$ cat config.mk
export PLATFORM = sky130hd
export DESIGN_NAME = ccmc_channel_mode
export DESIGN_NICKNAME = d
export VERILOG_FILES = /design/src/common/ccmc_pkg.sv /design/src/rtl/ccmc_channel_mode.sv
export SDC_FILE = /design/constraint.sdc
export NUM_CORES = 1
export LEC_CHECK = 0
export ABC_AREA = 1
export BUFFER_PORTS_ARGS = -buffer_cell sky130_fd_sc_hd__buf_2
export CORE_MARGIN = 4
export CORE_UTILIZATION = 55
export CTS_BUF_LIST = sky130_fd_sc_hd__clkbuf_2
export DETAILED_ROUTE_END_ITERATION = 7
export PLACE_DENSITY = 0.82
export SKIP_CTS_REPAIR_TIMING = 1
export SKIP_LAST_GASP = 1
export SLEW_MARGIN = 40
export SYNTH_ARGS = -nofsm -noshare
export SYNTH_HDL_FRONTEND = slang
export SYNTH_SLANG_ARGS = --single-unit
$ cat constraint.sdc
create_clock -name clock -period 1.7 [get_ports clock]
set_input_delay 0.255 -clock clock [delete_from_list [all_inputs] [get_ports clock]]
set_output_delay 0.255 -clock clock [all_outputs]
set_load 0.05 [all_outputs]
$ cat src/common/ccmc_pkg.sv
// package: register map, field layout and mode codes of the channel mode control
package ccmc_pkg;

  localparam int ADDR_W = 4;
  localparam int DATA_W = 16;

  // register offsets (byte addresses)
  localparam logic [ADDR_W-1:0] MODE_CFG_OFFS = 4'h0;
  localparam logic [ADDR_W-1:0] COMPARE_OFFS = 4'h4;
  localparam logic [ADDR_W-1:0] ENABLE_OFFS = 4'h8;
  localparam logic [ADDR_W-1:0] STATUS_OFFS = 4'hC;

  // mode register fields
  localparam int DIR_LSB = 0;
  localparam int FAST_BIT = 2;
  localparam int PRELOAD_BIT = 3;
  localparam int MODE_LSB = 4;
  // enable register fields
  localparam int CHAN_EN_BIT = 0;
  localparam int PROT_LSB = 4;

  localparam logic [DATA_W-1:0] MODE_CFG_RESET = 16'h0000;
  localparam logic [1:0] PROT_LOCK_LEVEL = 2'h3;

  typedef enum logic [1:0] {
    CCMC_DIR_OUTPUT = 2'h0,
    CCMC_DIR_IN_ONE = 2'h1,
    CCMC_DIR_IN_TWO = 2'h2,
    CCMC_DIR_IN_TRIG = 2'h3
  } ccmc_dir_e;

  typedef enum logic [2:0] {
    CCMC_OC_FREEZE = 3'h0,
    CCMC_OC_SET_MATCH = 3'h1,
    CCMC_OC_CLR_MATCH = 3'h2,
    CCMC_OC_TOGGLE = 3'h3,
    CCMC_OC_FORCE_LOW = 3'h4,
    CCMC_OC_FORCE_HIGH = 3'h5,
    CCMC_OC_PWM_ONE = 3'h6,
    CCMC_OC_PWM_TWO = 3'h7
  } ccmc_ocmode_e;

  typedef struct packed {
    ccmc_ocmode_e outputCompareMode;
    logic comparePreloadEnable;
    logic fastResponseEnable;
    ccmc_dir_e channelDirectionSelect;
  } ccmc_mode_s;

endpackage

$ cat src/rtl/ccmc_channel_mode.sv
// channel one mode control: direction, preload, fast response, compare modes
//
// Behaviour
// nonzero direction selects input one, two, trigger
// direction code 00 makes channel output
// direction writable only while channel disabled
// fast enable bit two bypasses trigger delay
// preload off: compare write acts immediately
// preload on: compare loads on update event
// lock level three freezes preload, mode; code freezes them only while the channel is output (direction 00)
// software: PWM without preload needs single-pulse
// mode 000 leaves reference unchanged
// mode 001 sets reference high on match
// mode 010 sets reference low on match
// mode 011 toggles reference on match
// mode 100 forces reference low
// mode 101 forces reference high
// mode 110 high while counter below compare
// mode 111 high while counter above compare
// PWM level follows comparison and freeze exit
//
// The placing of the registers and the address-and-strobe port were left to the implementer.
`timescale 1ns/1ps

module ccmc_channel_mode #(
  parameter int CNT_W = 16
)(
  input wire logic clock,
  input wire logic rstn,
  input wire logic [ccmc_pkg::ADDR_W-1:0] regAddr,
  input wire logic [ccmc_pkg::DATA_W-1:0] regWdata,
  input wire logic regWrite,
  input wire logic regRead,
  output logic [ccmc_pkg::DATA_W-1:0] regRdata,
  input wire logic [CNT_W-1:0] counterValue,
  input wire logic updateEvent,
  input wire logic triggerEvent,
  input wire logic timerInputOne,
  input wire logic timerInputTwo,
  input wire logic internalTriggerSource,
  output logic channelCaptureInput,
  output logic channelReferenceOutput,
  output logic [CNT_W-1:0] compareValue
);

  initial
  begin
    if (CNT_W < 1 || CNT_W > ccmc_pkg::DATA_W)
      $error("counter width must lie between 1 and the data width");
  end

  ////////////////////////////////////////////////////////////////////////////
  // register state

  ccmc_pkg::ccmc_mode_s modeCfg_reg;
  logic channelEnable_reg;
  logic [1:0] protLevel_reg;
  logic [CNT_W-1:0] preload_reg;
  logic [CNT_W-1:0] compareValue_reg;
  logic [ccmc_pkg::DATA_W-1:0] regRdata_reg;
  logic channelReferenceOutput_reg;
  logic channelReferenceOutput_next;
  logic [2:0] inputSync_reg;
  logic [2:0] inputMeta_reg;
  logic channelCaptureInput_reg;

  logic isOutput;
  logic cfgLocked;
  logic writeMode;
  logic writeCompare;
  logic writeEnable;
  ccmc_pkg::ccmc_mode_s wrMode;

  assign isOutput = modeCfg_reg.channelDirectionSelect == ccmc_pkg::CCMC_DIR_OUTPUT;
  assign cfgLocked = isOutput && (protLevel_reg == ccmc_pkg::PROT_LOCK_LEVEL);
  assign writeMode = regWrite && (regAddr == ccmc_pkg::MODE_CFG_OFFS);
  assign writeCompare = regWrite && (regAddr == ccmc_pkg::COMPARE_OFFS);
  assign writeEnable = regWrite && (regAddr == ccmc_pkg::ENABLE_OFFS);
  assign wrMode = ccmc_pkg::ccmc_mode_s'(regWdata[6:0]);

  ////////////////////////////////////////////////////////////////////////////
  // mode register

  always_ff @(posedge clock or negedge rstn)
  begin
    if (!rstn)
      modeCfg_reg <= ccmc_pkg::ccmc_mode_s'(ccmc_pkg::MODE_CFG_RESET[6:0]);
    else if (writeMode)
    begin
      if (!channelEnable_reg)
        modeCfg_reg.channelDirectionSelect <= wrMode.channelDirectionSelect;
      modeCfg_reg.fastResponseEnable <= wrMode.fastResponseEnable;
      if (!cfgLocked)
      begin
        modeCfg_reg.comparePreloadEnable <= wrMode.comparePreloadEnable;
        modeCfg_reg.outputCompareMode <= wrMode.outputCompareMode;
      end
    end
  end

  // channel enable and protection level
  always_ff @(posedge clock or negedge rstn)
  begin
    if (!rstn)
    begin
      channelEnable_reg <= 1'b0;
      protLevel_reg <= 2'h0;
    end
    else if (writeEnable)
    begin
      channelEnable_reg <= regWdata[ccmc_pkg::CHAN_EN_BIT];
      protLevel_reg <= regWdata[ccmc_pkg::PROT_LSB +: 2];
    end
  end

  ////////////////////////////////////////////////////////////////////////////
  // compare value with optional preload

  always_ff @(posedge clock or negedge rstn)
  begin
    if (!rstn)
      preload_reg <= '0;
    else if (writeCompare)
      preload_reg <= regWdata[CNT_W-1:0];
  end

  always_ff @(posedge clock or negedge rstn)
  begin
    if (!rstn)
      compareValue_reg <= '0;
    else if (writeCompare && !modeCfg_reg.comparePreloadEnable)
      compareValue_reg <= regWdata[CNT_W-1:0];
    else if (updateEvent && modeCfg_reg.comparePreloadEnable)
      compareValue_reg <= preload_reg;
  end

  assign compareValue = compareValue_reg;

  ////////////////////////////////////////////////////////////////////////////
  // reference output generation

  logic match;
  logic below;
  logic above;
  logic forceMatch;

  assign match = counterValue == compareValue_reg;
  assign below = counterValue < compareValue_reg;
  assign above = counterValue > compareValue_reg;
  // fast response treats a trigger event as an immediate match
  assign forceMatch = match || (modeCfg_reg.fastResponseEnable && triggerEvent);

  always_comb
  begin
    channelReferenceOutput_next = channelReferenceOutput_reg;
    if (isOutput)
    begin
      case (modeCfg_reg.outputCompareMode)
        ccmc_pkg::CCMC_OC_FREEZE: channelReferenceOutput_next = channelReferenceOutput_reg;
        ccmc_pkg::CCMC_OC_SET_MATCH:
          if (forceMatch)
            channelReferenceOutput_next = 1'b1;
        ccmc_pkg::CCMC_OC_CLR_MATCH:
          if (forceMatch)
            channelReferenceOutput_next = 1'b0;
        ccmc_pkg::CCMC_OC_TOGGLE:
          if (forceMatch)
            channelReferenceOutput_next = !channelReferenceOutput_reg;
        ccmc_pkg::CCMC_OC_FORCE_LOW: channelReferenceOutput_next = 1'b0;
        ccmc_pkg::CCMC_OC_FORCE_HIGH: channelReferenceOutput_next = 1'b1;
        // level recomputed every cycle, so it moves only with the comparison
        ccmc_pkg::CCMC_OC_PWM_ONE: channelReferenceOutput_next = below;
        ccmc_pkg::CCMC_OC_PWM_TWO: channelReferenceOutput_next = above;
        default: channelReferenceOutput_next = channelReferenceOutput_reg;
      endcase
    end
  end

  always_ff @(posedge clock or negedge rstn)
  begin
    if (!rstn)
      channelReferenceOutput_reg <= 1'b0;
    else
      channelReferenceOutput_reg <= channelReferenceOutput_next;
  end

  assign channelReferenceOutput = channelReferenceOutput_reg;

  ////////////////////////////////////////////////////////////////////////////
  // capture input source selection

  always_ff @(posedge clock or negedge rstn)
  begin
    if (!rstn)
    begin
      inputMeta_reg <= 3'h0;
      inputSync_reg <= 3'h0;
    end
    else
    begin
      inputMeta_reg <= {internalTriggerSource, timerInputTwo, timerInputOne};
      inputSync_reg <= inputMeta_reg;
    end
  end

  always_ff @(posedge clock or negedge rstn)
  begin
    if (!rstn)
      channelCaptureInput_reg <= 1'b0;
    else
    begin
      case (modeCfg_reg.channelDirectionSelect)
        ccmc_pkg::CCMC_DIR_IN_ONE: channelCaptureInput_reg <= inputSync_reg[0];
        ccmc_pkg::CCMC_DIR_IN_TWO: channelCaptureInput_reg <= inputSync_reg[1];
        ccmc_pkg::CCMC_DIR_IN_TRIG: channelCaptureInput_reg <= inputSync_reg[2];
        default: channelCaptureInput_reg <= 1'b0;
      endcase
    end
  end

  assign channelCaptureInput = channelCaptureInput_reg;

  ////////////////////////////////////////////////////////////////////////////
  // read port, data one cycle after the strobe

  always_ff @(posedge clock or negedge rstn)
  begin
    if (!rstn)
      regRdata_reg <= '0;
    else if (regRead)
    begin
      case (regAddr)
        ccmc_pkg::MODE_CFG_OFFS: regRdata_reg <= {9'h000, modeCfg_reg};
        ccmc_pkg::COMPARE_OFFS: regRdata_reg <= ccmc_pkg::DATA_W'(preload_reg);
        ccmc_pkg::ENABLE_OFFS: regRdata_reg <= {10'h000, protLevel_reg, 3'h0, channelEnable_reg};
        ccmc_pkg::STATUS_OFFS:
          regRdata_reg <= {13'h0000, channelCaptureInput_reg, isOutput, channelReferenceOutput_reg};
        default: regRdata_reg <= '0;
      endcase
    end
    else
      regRdata_reg <= '0;
  end

  assign regRdata = regRdata_reg;

endmodule

==> results by group, run 1 <==
STA
  • Fin. Hold Viols: 0
  • Slew headroom: 0.772
  • Setup TNS: 0 ns
  • Slew Limit Fails: 0
  • Clock skew: around 0.022 ns
  • Crit share post-route: 0.933
  • Actual slew at the worst max-slew pin: around 0.34 ns
  • Post-route setup slack: approximately 0.11 ns
  • Fin crit period: about 1.6 ns
  • Final setup vio count: 0
  • Maximum clock frequency: 630 MHz

Setup path
  • Slowest CP cell: dfrtp_2
  • Required time worst endpoint: about 2.1 ns
  • CP Launch Type: flip-flop
  • CP peak stage delay: around 0.39 ns
  • CP Cell Sequence: inv_1 -> ha_4 -> nand2_1 -> nor2_2 -> nand2_2 -> o21ai_1 -> nand2_1 -> nand2_1 -> nand2_1 -> inv_1 -> nand2_1 -> nand2_1
  • Crit path arrival time: approximately 2 ns
  • Setup crit end kind: flip-flop
  • Most common cell on crit path: nand2_1
  • Crit path kind: flip-flop to flip-flop
  • Worst Path Max Fanout: 3

Layout
  • # diodes: 0
  • Multi-input logic area: between 1000 and 1500 µm²
  • Reg area: between 1500 and 2000 µm²
  • Fin nets: between 400 and 500
  • Fillers: about 400
  • Area delta synth->final: 23.7%
  • Share of layout cells above drive strength 1: 0.298

Logic synthesis
  • Syn_area_per_cell: about 9.0 µm²
  • Ys async rst share: 1.00
  • Synthesized net count: 400
  • Syn. warnings: 0
  • Cell accounting for the most synthesized area: dfrtp_1
  • Seq cells post-synth: between 60 and 70
  • Top cells by count, synth: nand2_1 (75), dfrtp_1 (66), inv_1 (61)
  • Synth area leaders: dfrtp_1 (54%), nand2_1 (9.2%), inv_1 (7.5%)
  • Yosys top cell area share: 0.539
  • Synth Cell Area: approximately 3100 µm²
  • Seq/Total Area, Yosys: 0.539
  • Most common cell in the netlist: nand2_1
  • Dominant synthesized flop cell: dfrtp_1
  • Cell count after synthesis: ~340
  • Post-synth EDFFs: 0
  • Post-synthesis cell type count: 27

Clock tree
  • CTS max path bufs: 2
  • Worst-path clk slew: between 0.15 and 0.2 ns
  • Root Buffer: clkbuf_2
  • H-Tree Depth: 3
  • Clock buffer count from CTS: 9
  • CTS sink count: 66
  • CTS tree: built
  • Latest clock arrival within the worst-skew pair: between 0.4 and 0.5 ns

Outcome
  • Status: finished, final reports clean

Placement
  • Final HPWL DP: 5700 µm
  • Pre-CTS WS: around 0.11 ns
  • RePlAce Congestion: between 0.8 and 0.9
  • Port-buffer cells: 78

Detailed routing
  • Via count: roughly 2700
  • Average via count per standard cell: approximately 5.3
  • Antenna Nets Post-Route: 0
  • First DRT Iteration DRCs: between 200 and 250
  • DR WL/cell: roughly 15 µm
  • Final WL: 7580 µm
  • Residual DRC: 0
  • Pre-antenna DRT Iters: 5

Floorplan
  • IO Pins: approximately 80
  • Rows: 26
  • Chip Height: around 83 µm
  • Core footprint: 5240 µm²
  • Die width: ~83 µm
  • Die Area: roughly 7000 µm²
  • Starting density of the core: 0.585

Job
  • Max_cap viols: 0

Global routing
  • Largest net degree at the start of global routing: 67
  • Total GRT Usage: 0.238
  • Initial antenna violation count: 0
  • Global-route wire length before repair: roughly 12000 µm
  • GRT overflow: 0
  • Vias in the first global route: 2638

Power and ir drop
  • Peak VDD IR: 836 µV
  • Pwr dens: approximately 1200 nW/µm²
  • P_leak: ~2.0 nW

Worst hold path
  • Hold Crit Class: primary input to flip-flop
-- metal layers --
metal | up-vias | GRT usage | share of wire | wire length (µm)
li1 | 1291 | - | - | -
met1 | 1269 | 0.319 | 0.43 | 3240
met4 | 0 | 0.119 | 0.024 | 184
met5 | - | 0 | 0 | 0
met2 | 113 | 0.373 | 0.48 | 3670
met3 | 19 | 0.0423 | 0.063 | 481
-- cell families (layout without fill, tap and decap cells) --
logic type | after synthesis | after routing | synth area share
AOI/OAI and AO/OA | 69 | 69 | 0.137
adders and majority gates | 16 | 16 | 0.0654
buffers and inverters | 69 | 169 | 0.0878
DFF | 66 | 66 | 0.539
and+or+nand+nor | 119 | 119 | 0.171
-- metrics by stage --
stage	util	power [W]	cell area (µm²)	hold slack [ns]	std cells
finish	0.723	0.00463	3790	0.0108	509
global route	0.723	0.00491	3790	0.00773	509
CTS	0.704	0.00457	3690	-0.228	504
detailed placement	0.685	0.00372	3590	0.300	488
global placement	0.685	0.00365	3590	0.296	488
floorplan	-	0.00321	3080	-0.0406	339
-- worst max-delay path: cells and delay by family, from the launching register on --
family / cells / cell delay [ns]
AND/OR/NAND/NOR: 8 / 0.58
flip-flops: 1 / 0.39
adder cells (fa/ha/maj): 1 / 0.28
buffers and inverters: 2 / 0.14
AO/OA/AOI/OAI: 1 / 0.14
-- power by group --
| part | total (W) | switching (W) | internal (W) |
|---|---|---|---|
| logic | 0.00173 | 0.00122 | 0.000506 |
| registers | 0.00204 | 0.000170 | 0.00187 |
| clock network | 0.000862 | 0.000514 | 0.000348 |
-- cell usage in the layout (no fill, tap or decap), types with 4 or more instances in the layout --
master,instances
o221ai_1,16
a21oi_1,8
dfrtp_2,14
o22ai_1,4
o21ai_0,36
dlygate4sd3_1,4
ha_1,13
dfrtp_1,52
nor2_1,22
buf_4,6
clkbuf_2,12
nand3_1,6
inv_1,61
nand2_1,74
buf_2,78
-- layout make-up --
cell class,instances,area share
Clock buffer,12,0.0159
Sequential cell,66,0.441
Timing Repair Buffer,89,0.131
Multi-Input combinational cell,204,0.315
Tap cell,70,0.0231
Inverter,64,0.0634
Clock inverter,4,0.0112
-- path summary, 6_finish.rpt --
kind	startpoint	to	slack, ns	cells past startpoint
max	compareValue[13]$_DFFE_PN0P_	channelReferenceOutput$_DFFE_PN0P_	0.11	12
min	regWdata[10]	preload_reg[10]$_DFFE_PN0P_	0.01	3
max reg2reg	compareValue[13]$_DFFE_PN0P_	channelReferenceOutput$_DFFE_PN0P_	0.11	12
min reg2reg	inputMeta_reg[2]$_DFF_PN0_	inputSync_reg[2]$_DFF_PN0_	0.37	0
max in group asynchronous	rstn	compareValue[9]$_DFFE_PN0P_	1.09	3
min in group asynchronous	rstn	preload_reg[13]$_DFFE_PN0P_	0.31	3
Power figures use the tool's default switching activity.
==> run 2, diff against run 1 <==
--- a/config.mk
+++ b/config.mk
@@ -5,7 +5,6 @@
 export SDC_FILE = /design/constraint.sdc
 export NUM_CORES = 1
 export LEC_CHECK = 0
-export ABC_AREA = 1
 export BUFFER_PORTS_ARGS = -buffer_cell sky130_fd_sc_hd__buf_2
 export CORE_MARGIN = 4
 export CORE_UTILIZATION = 55
==> run 2 against run 1 <==
  * The run now ends with hold timing, setup timing left
  * Clock skew is 0.0049 ns higher
  * Wire length is 3.3% lower
  * Clock power is 3.5% higher
  * Sequential power is 7% higher
  * Critical path type unchanged
  * Highest routed layer unchanged
  * Sequential share of layout area is 2.9 points lower
  * First-iteration DRC count is 22% lower
==> results by group, run 2 <==
Outcome
  • Status: complete, but fails checks
  • Failing checks: hold timing, setup timing

STA
  • Clock skew: 0.0266 ns (+0.00495 ns)
  • Maximum clock frequency: 535 MHz (-15%)
  • Fin. Hold Viols: 1 (+1)
  • Slew Limit Fails: 0 (unchanged)
  • Hold slack: -0.0128 ns (-0.0236 ns)
  • Crit share post-route: 1.10 (+0.166)
  • Actual slew at the worst max-slew pin: 0.509 ns (+0.169 ns)
  • RSZ-0062 raised after global routing: true
  • Slew headroom: 0.660 (-0.111)
  • Final setup vio count: 1 (+1)
  • Fin crit period: 1.87 ns (+0.282 ns)
  • Post-route setup slack: -0.168 ns (-0.282 ns)
  • Setup TNS: -0.168 ns (-0.168 ns)

Layout
  • Multi-input logic area: 1400 µm² (+18%)
  • Fin nets: 437 (-12%)
  • Non-Filler Instances: 453 (-11%)
  • Most frequent cells in the layout: buf_2 (78), dfrtp_1 (53), buf_4 (31)
  • Reg area: 1670 µm² (about the same)
  • Area delta synth->final: 30.3%
  • Most common cell after layout, fill and taps aside: buf_2
  • # diodes: 0 (unchanged)
  • Share of layout cells above drive strength 1: 0.488 (+0.190)
  • Fillers: 402 (+1.0%)

Logic synthesis
  • Synth area leaders: dfrtp_1 (53%), mux2_2 (10%), ha_1 (6.4%)
  • Seq/Total Area, Yosys: 0.530 (-0.00888)
  • Cell accounting for the most synthesized area: dfrtp_1
  • XOR/XNOR Fraction of Synth Area: 0 (unchanged)
  • Seq cells post-synth: 66 (unchanged)
  • Post-synthesis cell type count: 35 (+30%)
  • Most common cell in the netlist: dfrtp_1
  • Post-synth EDFFs: 0 (unchanged)
  • Ys async rst share: 1.00 (unchanged)
  • Largest family of logic cells by synthesized area: multiplexers
  • Yosys top cell area share: 0.530 (-0.00888)
  • Mux cell area share after synthesis: 0.135 (+0.135)
  • Adder and majority cell fraction of the synthesized area: 0.0643 (-0.00108)
  • Synth Cell Area: 3110 µm² (+1.7%)
  • Compound-Gate Fraction of Synth Area: 0.102 (-0.0344)
  • Syn. warnings: 0 (unchanged)
  • Top cells by count, synth: dfrtp_1 (66), mux2_2 (29), inv_1 (17)
  • Cell count after synthesis: 257 (-24%)
  • Synthesized net count: 318 (-21%)
  • Dominant synthesized flop cell: dfrtp_1
  • Syn_area_per_cell: 12.1 µm² (+34%)
  • Synth Area in Simple Gates: 0.123 (-0.0474)

Clock tree
  • Latest clock arrival within the worst-skew pair: 0.47 ns (about the same)
  • CTS sink count: 66 (unchanged)
  • Worst-path clk slew: 0.19 ns (about the same)
  • H-Tree Depth: 3 (unchanged)
  • Root Buffer: clkbuf_2
  • CTS tree: built
  • Clock buffer count from CTS: 9 (unchanged)
  • CTS max path bufs: 2 (unchanged)

Floorplan
  • Rows: 27 (+3.8%)
  • Starting density of the core: 0.566 (-0.0193)
  • Core footprint: 5510 µm² (+5.1%)
  • IO Pins: 79 (unchanged)
  • Die Area: 6930 µm² (+1.5%)
  • Die width: 83.2 µm (+0.75%)
  • Chip Height: 83.2 µm (+0.75%)

Detailed routing
  • Via count: 2467 (-8.4%)
  • Antenna Nets Post-Route: 0 (unchanged)
  • DR WL/cell: 16.2 µm (+8.7%)
  • First DRT Iteration DRCs: 186 (-22%)
  • Average via count per standard cell: 5.45 (+3.0%)
  • Pre-antenna DRT Iters: 4 (-1)
  • Residual DRC: 0 (unchanged)
  • Final WL: 7330 µm (-3.3%)

Power and ir drop
  • Pwr dens: 1360 nW/µm² (+11%)
  • P_leak: 2.06 nW (+2.1%)
  • Peak VDD IR: 877 µV (+4.9%)

Placement
  • Placed Cells: 429 (-12%)
  • Pre-CTS WS: -0.239 ns (-0.350 ns)
  • Final HPWL DP: 5400 µm (-5.3%)
  • Port-buffer cells: 78 (unchanged)
  • RePlAce Congestion: 0.826 (-3.7%)

Global routing
  • Initial antenna violation count: 0 (unchanged)
  • Total GRT Usage: 0.219 (-0.0190)
  • GRT overflow: 0 (unchanged)
  • Vias in the first global route: 2614 (-0.91%)
  • Global-route wire length before repair: 12300 µm (+1.7%)
  • Largest net degree at the start of global routing: 67 (unchanged)

Setup path
  • CP peak stage delay: 0.44 ns (+0.05 ns)
  • Crit path buf inv count: 1 (-1)
  • Critical path's top delay family: simple AND/OR/NAND/NOR gates
  • Slowest CP cell: dfrtp_2
  • CP Cell Sequence: inv_2 -> ha_4 -> nand4_1 -> nor2_1 -> a221o_1 -> or3_1 -> o311ai_1
  • Crit path kind: flip-flop to flip-flop
  • Crit path arrival time: 2.24 ns (+0.24 ns)
  • Worst Path Max Fanout: 4 (+1)
  • Setup crit end kind: flip-flop
  • CP Launch Type: flip-flop
  • Required time worst endpoint: 2.07 ns (-0.04 ns)

Worst hold path
  • Hold Crit Class: primary input to flip-flop

Job
  • Max_cap viols: 0 (unchanged)
run 2: changes by cell type in the layout (fill, tap and decap cells not counted), moves of 6 or more:
cell      before  now
a221o_1        0   13
and2_1         0   10
and3_1         0   14
buf_4          6   31
inv_1         61   12
mux2_2         0   29
mux2i_1        0    7
nand2_1       74   11
nor2_1        22   16
o21ai_0       36    6
o221ai_1      16    0
run 2: kinds of logic after synthesis:
group	after synthesis
AND/OR/NAND/NOR	69
flip-flops	66
AO/OA/AOI/OAI	42
multiplexers	37
buffers and inverters	27
adder cells (fa/ha/maj)	16
run 2: final timing paths:
path / start / cells past startpoint / slack, ns / endpoint
setup / recovery: compareValue[14]$_DFFE_PN0P_ / 7 / -0.17 / channelReferenceOutput$_DFFE_PN0P_
hold / removal: regWdata[13] / 3 / -0.01 / compareValue[13]$_DFFE_PN0P_
setup reg to reg: compareValue[14]$_DFFE_PN0P_ / 7 / -0.17 / channelReferenceOutput$_DFFE_PN0P_
hold reg to reg: inputMeta_reg[1]$_DFF_PN0_ / 0 / 0.37 / inputSync_reg[1]$_DFF_PN0_
max in group asynchronous: rstn / 3 / 1.09 / compareValue[7]$_DFFE_PN0P_
min in group asynchronous: rstn / 3 / 0.30 / regRdata[5]$_DFF_PN0_
run 2: area by class of cell:
type,instances,share of cell area
Inverter,17,0.0157
Clock buffer,10,0.0123
Clock inverter,6,0.0142
Sequential cell,66,0.411
Multi-Input combinational cell,164,0.346
Timing Repair Buffer,118,0.178
Tap cell,72,0.0222
run 2: tightest hold or removal path, cell delays in order:
cell     delay [ns]
buf_2          0.08
nand2_1        0.04
o21ai_0        0.06
run 2: per-stage QoR:
stage	instance area [µm²]	total power (W)	hold WS, ns	util
2_1_floorplan	3200	0.00375	-0.0406	-
3_3_place_gp	3850	0.00453	0.294	0.700
3_5_place_dp	3850	0.00463	0.308	0.700
4_1_cts	3960	0.00551	-0.239	0.719
5_1_grt	4060	0.00586	0.00162	0.737
6_report	4060	0.00552	-0.0128	0.737
run 2: routing by layer:
metal / vias up / wire [µm] / track usage
met3: 13 / 388 / 0.0427
met4: 0 / 141 / 0.0966
met1: 1221 / 3070 / 0.273
met2: 67 / 3730 / 0.370
met5: - / 0 / 0
li1: 1166 / - / -
run 2: power by group:
group          switching [W]  leakage, nW  internal, W
Clock               0.000559       0.0630     0.000333
Sequential          0.000265        0.819      0.00193
Combinational        0.00143         1.18      0.00100
Total                0.00225         2.06      0.00326
